<file path="src/exposure_trigger_control_defs.svh">
// Constants for the exposure trigger block
// Assumes a 40 MHz system clock
`ifndef EXPOSURE_TRIGGER_CONTROL_DEFS_SVH
`define EXPOSURE_TRIGGER_CONTROL_DEFS_SVH

`define CLK_PERIOD_NS 25
`define EXP_MIN_US 60
`define EXP_MAX_S 60
`define EXP_MIN_CYC ((`EXP_MIN_US * 1000 + `CLK_PERIOD_NS - 1) / `CLK_PERIOD_NS)
`define EXP_MAX_CYC ((`EXP_MAX_S * 64'd1000000000) / `CLK_PERIOD_NS)
`define EXP_W 32
`define SRC_W 2
`define SRC_FIRST_INPUT 2'h0
`define SRC_SECOND_INPUT 2'h1
`define SRC_TIMED 2'h2
`define START_DELAY_NS 200
`define START_DELAY_CYC ((`START_DELAY_NS + `CLK_PERIOD_NS - 1) / `CLK_PERIOD_NS)
`define DLY_W 8

`endif

</file>
<file path="src/exposure_trigger_control_pkg.sv">
// Types for the exposure trigger block
// Assumes the defs header is compiled alongside
package exposure_trigger_control_pkg;
    typedef enum logic [2:0] {IDLE, WAIT_LINE, DELAY, EXPOSE} exp_state_t;
endpackage

</file>
<file path="src/exposure_timer_if.sv">
// Carrier between the control logic and the exposure timer
// Assumes one clock domain
`timescale 1ns/1ps
`include "exposure_trigger_control_defs.svh"
interface exposure_timer_if;
    logic load;
    logic [`EXP_W-1:0] duration;
    logic busy;
    logic done;
    modport ctrl (output load, output duration, input busy, input done);
    modport timer (input load, input duration, output busy, output done);
endinterface

</file>
<file path="src/exposure_trigger_control.sv">
// Exposure trigger control: picks a trigger, aligns start, times exposure
// Assumes trigger inputs and readout signals are synchronous to clk_sys
`timescale 1ns/1ps
`include "exposure_trigger_control_defs.svh"
module exposure_trigger_control (
    input wire logic clk_sys,
    input wire logic sys_rst,
    input wire logic softTrigger,
    input wire logic first_trigger_input,
    input wire logic secondTriggerInput,
    input wire logic timedTrigger,
    input wire logic [`SRC_W-1:0] triggerSource,
    input wire logic srcOverride,
    input wire logic [`EXP_W-1:0] exposureCycles,
    input wire logic [`EXP_W-1:0] storedExposure,
    input wire logic storedValid,
    input wire logic frameValid,
    input wire logic lineValid,
    output logic exposureActive,
    output logic exposureDone,
    output logic triggerMissed
);
    exposure_timer_if tmr();

    logic [`SRC_W-1:0] activeSource;
    logic hwLevel;
    logic hwLevel_q;
    logic lineValid_q;
    logic restored_q;
    logic [`EXP_W-1:0] duration_q;
    logic [`DLY_W-1:0] delay_q;
    logic [`DLY_W-1:0] delay_d;
    logic exposureActive_q;
    logic exposureDone_q;
    logic triggerMissed_q;
    exposure_trigger_control_pkg::exp_state_t state_q;
    exposure_trigger_control_pkg::exp_state_t state_d;
    localparam int startLag = `START_DELAY_CYC + 1;

    // ---------------------------------------------
    // Trigger selection
    // ---------------------------------------------
    assign activeSource = srcOverride ? triggerSource : `SRC_FIRST_INPUT;
    assign hwLevel = (activeSource == `SRC_FIRST_INPUT) ? first_trigger_input :
                     (activeSource == `SRC_SECOND_INPUT) ? secondTriggerInput : 1'b0;
    wire hwRise = hwLevel && !hwLevel_q;
    wire timedFire = (activeSource == `SRC_TIMED) && timedTrigger;
    wire triggerEvent = hwRise || softTrigger || timedFire;
    wire lineFall = lineValid_q && !lineValid;
    wire idle = (state_q == exposure_trigger_control_pkg::IDLE);
    wire startNow = (state_q == exposure_trigger_control_pkg::WAIT_LINE && lineFall) ||
                    (state_q == exposure_trigger_control_pkg::DELAY && delay_q == `DLY_W'h0);

    // ---------------------------------------------
    // Duration clamp and restore
    // ---------------------------------------------
    wire [`EXP_W-1:0] minCyc = `EXP_W'(`EXP_MIN_CYC);
    wire [`EXP_W-1:0] maxCyc = `EXP_W'(`EXP_MAX_CYC);
    wire [`EXP_W-1:0] reqDur = (!restored_q && storedValid) ? storedExposure : exposureCycles;
    wire [`EXP_W-1:0] clampDur = (reqDur < minCyc) ? minCyc :
                                 (reqDur > maxCyc) ? maxCyc : reqDur;

    assign tmr.load = startNow;
    assign tmr.duration = duration_q;

    // ---------------------------------------------
    // Next state
    // ---------------------------------------------
    always_comb
    begin
        state_d = state_q;
        delay_d = delay_q;
        case (state_q)
            exposure_trigger_control_pkg::IDLE:
            begin
                if (triggerEvent)
                begin
                    if (frameValid)
                        state_d = exposure_trigger_control_pkg::WAIT_LINE;
                    else
                    begin
                        state_d = exposure_trigger_control_pkg::DELAY;
                        delay_d = `DLY_W'(`START_DELAY_CYC - 1);
                    end
                end
            end
            exposure_trigger_control_pkg::WAIT_LINE:
            begin
                if (lineFall)
                    state_d = exposure_trigger_control_pkg::EXPOSE;
            end
            exposure_trigger_control_pkg::DELAY:
            begin
                if (delay_q == `DLY_W'h0)
                    state_d = exposure_trigger_control_pkg::EXPOSE;
                else
                    delay_d = delay_q - `DLY_W'h1;
            end
            exposure_trigger_control_pkg::EXPOSE:
            begin
                if (tmr.done)
                    state_d = exposure_trigger_control_pkg::IDLE;
            end
            default:
                state_d = exposure_trigger_control_pkg::IDLE;
        endcase
    end

    // ---------------------------------------------
    // Registers
    // ---------------------------------------------
    always_ff @(posedge clk_sys or posedge sys_rst)
    begin
        if (sys_rst)
        begin
            state_q <= exposure_trigger_control_pkg::IDLE;
            delay_q <= '0;
            hwLevel_q <= 1'b0;
            lineValid_q <= 1'b0;
            restored_q <= 1'b0;
            duration_q <= '0;
        end
        else
        begin
            state_q <= state_d;
            delay_q <= delay_d;
            hwLevel_q <= hwLevel;
            lineValid_q <= lineValid;
            restored_q <= 1'b1;
            if (idle && triggerEvent)
                duration_q <= clampDur;
        end
    end

    // ---------------------------------------------
    // Outputs
    // ---------------------------------------------
    always_ff @(posedge clk_sys or posedge sys_rst)
    begin
        if (sys_rst)
            exposureActive_q <= 1'b0;
        else
            exposureActive_q <= (state_d == exposure_trigger_control_pkg::EXPOSE);
    end

    always_ff @(posedge clk_sys or posedge sys_rst)
    begin
        if (sys_rst)
            exposureDone_q <= 1'b0;
        else
            exposureDone_q <= tmr.done;
    end

    always_ff @(posedge clk_sys or posedge sys_rst)
    begin
        if (sys_rst)
            triggerMissed_q <= 1'b0;
        else
            triggerMissed_q <= triggerEvent && !idle;
    end

    exposure_timer timer (
        .clk_sys(clk_sys),
        .sys_rst(sys_rst),
        .tmr(tmr.timer)
    );

    assign exposureActive = exposureActive_q;
    assign exposureDone = exposureDone_q;
    assign triggerMissed = triggerMissed_q;

    // ---------------------------------------------
    // Check helpers
    // ---------------------------------------------
    logic [`EXP_W-1:0] activeLen_q;
    logic [`DLY_W-1:0] delayLen_q;
    wire srcIsSecond = srcOverride && (triggerSource == `SRC_SECOND_INPUT);
    wire srcIsTimed = srcOverride && (triggerSource == `SRC_TIMED);
    wire storedInRange = (storedExposure >= minCyc) && (storedExposure <= maxCyc);
    wire liveInRange = (exposureCycles >= minCyc) && (exposureCycles <= maxCyc);

    // Cycles since exposure start
    always_ff @(posedge clk_sys or posedge sys_rst)
    begin
        if (sys_rst)
            activeLen_q <= '0;
        else if (tmr.load)
            activeLen_q <= `EXP_W'h1;
        else if (exposureActive_q)
            activeLen_q <= activeLen_q + `EXP_W'h1;
    end

    // Cycles spent in the fixed delay
    always_ff @(posedge clk_sys or posedge sys_rst)
    begin
        if (sys_rst)
            delayLen_q <= '0;
        else if (idle && triggerEvent && !frameValid)
            delayLen_q <= `DLY_W'h1;
        else if (state_q == exposure_trigger_control_pkg::DELAY)
            delayLen_q <= delayLen_q + `DLY_W'h1;
    end
endmodule

</file>
<file path="src/exposure_timer.sv">
// Down counter that times one exposure
// Assumes load is a one-cycle pulse from the control logic
`timescale 1ns/1ps
`include "exposure_trigger_control_defs.svh"
module exposure_timer (
    input wire logic clk_sys,
    input wire logic sys_rst,
    exposure_timer_if.timer tmr
);
    logic [`EXP_W-1:0] count_q;
    logic busy_q;
    logic done_q;
    wire expireNow = busy_q && (count_q == `EXP_W'h1);

    // ---------------------------------------------
    // Counter
    // ---------------------------------------------
    always_ff @(posedge clk_sys or posedge sys_rst)
    begin
        if (sys_rst)
        begin
            count_q <= '0;
            busy_q <= 1'b0;
            done_q <= 1'b0;
        end
        else
        begin
            done_q <= expireNow;
            if (tmr.load)
            begin
                count_q <= tmr.duration;
                busy_q <= 1'b1;
            end
            else if (busy_q)
            begin
                count_q <= count_q - `EXP_W'h1;
                busy_q <= !expireNow;
            end
        end
    end

    assign tmr.busy = busy_q;
    assign tmr.done = done_q;
endmodule

</file>
<file path="config.mk">
export PLATFORM = sky130hd
export DESIGN_NAME = exposure_trigger_control
export DESIGN_NICKNAME = d
export VERILOG_FILES = /design/src/exposure_trigger_control_pkg.sv /design/src/exposure_timer_if.sv /design/src/exposure_trigger_control.sv /design/src/exposure_timer.sv
export VERILOG_INCLUDE_DIRS = /design/src
export SDC_FILE = /design/constraint.sdc
export NUM_CORES = 1
export LEC_CHECK = 0
export BUFFER_PORTS_ARGS = -buffer_cell sky130_fd_sc_hd__buf_4
export CELL_PAD_IN_SITES_DETAIL_PLACEMENT = 2
export CELL_PAD_IN_SITES_GLOBAL_PLACEMENT = 2
export CORE_MARGIN = 4
export CORE_UTILIZATION = 38
export CTS_CLUSTER_SIZE = 24
export DETAILED_ROUTE_END_ITERATION = 7
export PLACE_DENSITY = 0.92
export SKIP_LAST_GASP = 1
export SLEW_MARGIN = 30
export SYNTH_ARGS = -nofsm -noshare
export SYNTH_HDL_FRONTEND = slang
export SYNTH_SLANG_ARGS = --single-unit
</file>
<file path="constraint.sdc">
create_clock -name clk_sys -period 5.45 [get_ports clk_sys]
set_clock_uncertainty 0.1 [all_clocks]
set_input_delay 1.09 -clock clk_sys [delete_from_list [all_inputs] [get_ports clk_sys]]
set_output_delay 1.09 -clock clk_sys [all_outputs]
set_load 0.005 [all_outputs]
</file>
# Word-level counts from Yosys, hierarchy flattened
# Index checks and enable logic that the tools add are counted.
# W data, S select, Z words.
# classes
reduce_logical,23
magnitude_cmp,2
add_sub_neg,2
n_eq_ne,10
n_mux,20
# ops
cell,count
$mux W32,5
$eq A32 B1 Y1 const B,1
$gt A32 B32 Y1 const B,1
$lt A32 B12 Y1 const B,1
$sub A32 B1 Y32 const B,1
$mux W8,3
$pmux W8 S2,1
$mux W3,4
$pmux W3 S4,1
$eq A3 B2 Y1 const B,3
$logic_and A1 B1 Y1,9
$logic_not A8 Y1,1
$sub A8 B1 Y8 const B,1
$ne A2 B2 Y1 const B,3
$logic_not A1 Y1,5
$mux W1,4
$mux W2,2
$reduce_and A4 Y1,1
$reduce_bool A2 Y1,2
$eq A3 B1 Y1 const B,1
$logic_not A3 Y1,1
$logic_or A1 B1 Y1,3
$eq A2 B1 Y1 const B,1
$eq A2 B2 Y1 const B,1
$logic_not A2 Y1,1
# word_totals
wordCells,69
ff_bits,83

# Longest topological paths before layout
# logic_depth
word_depth,10
depth_mapped,10
mapped_depth_nobuf,8

# Hierarchy
# A second synthesis with hierarchy kept.
# hier_totals
cells_unflattened,492
area_unflattened_um2,4790.8
# modules_own_cells
mod,n_inst,area_per_inst_um2,seq_area_each_um2,cells_each
exposure_trigger_control,1,2826.5,1226.2,284
exposure_timer,1,1964.4,850.8,208

# Worst setup path after synthesis
# Ideal clock, no wire load.
# synth_path
path_type,input-to-reg
start,input port storedExposure[23]
end,register duration_q[25]
path_buffers,1
t_arrival_ns,2.976
setup_time_ns,0.137
setup_slack_ns,2.237
stages,7
required_ns,5.213
path_cell_list,or4_1 -> mux2_4 -> a2111o_1 -> nor4_2 -> nor3_2 -> buf_4 -> a2bb2oi_1
# synth_between
elab_chain_cells,4
word_cells_on_any_way,5
cone_classes,order compare (2); mux (3)
# synth_rtl
item,line_no,rtl
start: declaration,exposure_trigger_control.sv:15,"input wire logic [`EXP_W-1:0] storedExposure,"
$mux W32 (*),exposure_trigger_control.sv:59,wire [`EXP_W-1:0] reqDur = (!restored_q && storedValid) ? storedExposure : exposureCycles;
$gt A32 B32 Y1,exposure_trigger_control.sv:61,(reqDur > maxCyc) ? maxCyc : reqDur;
$mux W32,exposure_trigger_control.sv:61,
$mux W32 (*),exposure_trigger_control.sv:60,wire [`EXP_W-1:0] clampDur = (reqDur < minCyc) ? minCyc :
end signal: assignment,exposure_trigger_control.sv:131,duration_q <= clampDur;
end: declaration,exposure_trigger_control.sv:30,logic [`EXP_W-1:0] duration_q;
# Mark *: on every way between the ends. The rest lies on a longest branch, timed or not.
# A chain may end at the register's enable or synchronous reset.

# Worst setup path in the final report
# layout_path
start,input port storedValid
end,register duration_q[11]
# layout_between
elab_chain_cells,5
word_cells_on_any_way,6
cone_classes,order compare (2); mux (3); reduce/logical (1)
# layout_rtl
item,line_no,rtl
start: declaration,exposure_trigger_control.sv:16,"input wire logic storedValid,"
$logic_and A1 B1 Y1 (*),exposure_trigger_control.sv:59,
$mux W32 (*),exposure_trigger_control.sv:59,
$gt A32 B32 Y1,exposure_trigger_control.sv:61,
$mux W32,exposure_trigger_control.sv:61,
$mux W32 (*),exposure_trigger_control.sv:60,
# Marks and branches as above.

==> results.toml <==
[run_status]
status = "completed"

[final_layout]
drive_above_1_share = 0.231
final_cell_mix = "buf_4 (84), dfrtp_1 (83), nand2_1 (81)"
layout_commonest_cell = "buf_4"
final_core_util = 0.473
final_cell_area_mm2 = 0.00594
n_antenna_cell = 0
finalNetCount = 666
synthToLayoutAreaGrowth_pct = 22.2

[die]
rows = 41
die_h_um = 121
die_area_mm2 = 0.0147
die-width_um = 121
start_util = 0.387
core_mm2 = 0.0126
num_io_pins = 79

[clocking]
cts_tree = "built"
cts_buffer_depth = 2
postCtsHoldBufs = 0
clk_pin_slew_ns = 0.07
cts.sink_count = 83
numCtsBuffers = 9
post_cts_buffers = 0
insertion_delay_ns = 0.34
h-tree-depth = 3
cts_resized = 0
cts.root.buffer_cell = "clkbuf_16"

[placement]
numPortBuffers = 78
dp_hpwl_mm = 13.3
gp_congestion = 0.906
pre_cts_slack_ns = 1.53
place_area_mm2 = 0.00559

[grt]
use_met3 = 0.0485
grt-ovfl-total = 0
grt_util_met2 = 0.494
grt_start_max_net_pins = 53
grt_pass1_vias = 5378
grt_pass1_wl_mm = 31.7
grt.busiest_layer = "met2"
antenna_found_initial = 0
met1_usage = 0.344
grt_util_all_layers = 0.284

[drt]
via_count = 4710
wl_mm = 20.5
post_drt_wl_per_cell_um = 26.9
antenna_left = 0
drc = 0
dr.pass1.iters = 5
drt-initial-drc-count = 336
viasPerCell = 6.16

[sta]
fin_setup_tns_ns = 0
fin_ws_ns = 1.75
worst_pin_slew_ns = 0.875
timing.fmax_mhz = 270
relSlewSlack = 0.411
hold_violations = 0
finalCritPeriodShare = 0.679
rsz0062_at_grt = "no"
setup_viol = 0
fin_crit_ns = 3.70
slew_violations = 0

[power]
p_leak_nw = 2.50
swShare = 0.367
p_sw_mw = 0.906
combPwrFrac = 0.272
intPower_mw = 1.56
p_seq_frac = 0.433
p_per_area_mw_per_mm2 = 416
p_clk_frac = 0.295
p_total_mw = 2.47
vdd_drop_max_v = 0.000171

[logic_synthesis]
synthArstFlopShare = 1.00
synth_top_area_cell = "dfrtp_1"
yosysTopAreaCellShare = 0.427
syn_inst = 521
synth_warnings = 0
synth-seq-cells = 83
synth_edf_count = 0
synthDistinctLibCells = 61
ys.flop_type = "dfrtp_1"
synthesis.nets = 600
synth_area_mm2 = 0.00486
yosysSeqAreaShare = 0.427
synthTopCellsByArea = "dfrtp_1 (43%), nand2_1 (6.3%), mux2i_1 (5.1%), o31ai_2 (4.9%), xnor2_1 (4.3%)"
syn_area_per_cell_um2 = 9.33

[worst_hold_path]
hold_path.class = "reg -> reg"
hold_path_depth = 0

[setup_path]
cp-end-kind = "flip-flop"
path_class = "in -> reg"
worstPathMaxFanout = 31
worstRegToRegCells = 8
cp-start-kind = "primary input"
worstPathRequired_ns = 5.57
slowest_stage = "a2111oi_1"
path_cells = "buf_4 > nand2b_2 > buf_4 > a31oi_1 > nor2_1 > a2111oi_1 > nor3_4 > buf_4 > o31a_1"
cp_common_cell = "buf_4"
crit_arrival_ns = 3.82
cpPeakStageDelay_ns = 0.67

[job]
maxCapViolCount = 0
[metrics by stage]
step	cells	hold slack, ns
floorplan	521	0.293
global placement	748	0.329
detailed placement	748	0.333
CTS	764	0.374
global route	764	0.380
finish	764	0.376
[power groups by stage]
stage | clock network [mW] | logic [mW] | registers, mW
finish | 0.728 | 0.672 | 1.07
global route | 0.757 | 0.731 | 1.09
CTS | 0.730 | 0.670 | 1.06
detailed placement | 0 | 0.625 | 1.05
global placement | 0 | 0.548 | 1.01
floorplan | 0 | 0.454 | 0.950
[state kept, by name, summed over array words and instances (netlist names)]
register / cells
duration_q: 32
timer.count_q: 32
delay_q: 8
state_q: 3
exposureActive: 1
exposureDone: 1
hwLevel_q: 1
lineValid_q: 1
restored_q: 1
timer.tmr.busy: 1
timer.tmr.done: 1
triggerMissed: 1
[kinds of logic (layout without fill, tap and decap cells)]
kind of cell,count (synthesis),count (layout),synth area share
adders and majority gates,3,3,0.00772
buffers and inverters,39,110,0.0368
xor gates and xnor gates,29,29,0.0522
muxes,31,31,0.0661
AOI/OAI and AO/OA,113,113,0.177
DFF,83,83,0.427
other,2,2,0.00154
and+or+nand+nor,221,221,0.231
[synthesized netlist by cell type (3+ instances only)]
| cell | n |
|---|---|
| o31ai_2 | 19 |
| a2bb2oi_1 | 8 |
| xor2_1 | 5 |
| inv_1 | 10 |
| nand2_1 | 82 |
| dfrtp_1 | 83 |
| ha_1 | 3 |
| buf_2 | 8 |
| mux2i_1 | 25 |
| nand3_1 | 14 |
| nand2b_1 | 6 |
| nor2_1 | 38 |
| a21oi_1 | 11 |
| nor4_1 | 19 |
| or3_1 | 8 |
| o21ai_0 | 36 |
| nor4bb_1 | 3 |
| a31oi_1 | 3 |
| or4_1 | 11 |
| o31ai_1 | 4 |
| nor3_1 | 12 |
| nand4_1 | 5 |
| xnor2_1 | 24 |
| a21o_1 | 3 |
| and2_1 | 4 |
| mux2_2 | 3 |
| clkbuf_1 | 15 |
| o2bb2ai_1 | 11 |
[metal layers]
layer  up-vias  part of all wire
met5         -                 0
met4         0             0.041
met3        65             0.052
met2       218              0.51
met1      2406              0.40
li1       2021                 -
[path summary, 6_finish.rpt]
kind | from | end | slack, ns
max reg2reg | restored_q | duration_q[11] | 1.99
max in group asynchronous | sys_rst | timer.count_q[13] | 3.41
min in group asynchronous | sys_rst | duration_q[6] | 0.79
min reg2reg | timer.tmr.done | exposureDone | 0.38
min | timer.tmr.done | exposureDone | 0.38
max | storedValid | duration_q[11] | 1.75
[worst max-delay path: cells and delay by family]
| family | cells | cell delay [ns] |
|---|---|---|
| AOI/OAI and AO/OA | 3 | 1.49 |
| buffers and inverters | 3 | 0.78 |
| and+or+nand+nor | 3 | 0.44 |
[area by class of cell]
| class | instances | area, um2 |
|---|---|---|
| repair buffers | 84 | 631 |
| clock buffers | 11 | 243 |
| inverters | 10 | 38.8 |
| fillers | 1320 | 6630 |
| multi-input cells | 399 | 2640 |
| well taps | 172 | 215 |
| flip-flops and latches | 83 | 2080 |
| clock inverters | 5 | 100 |
Note: power is estimated with default switching activity, not from simulation.
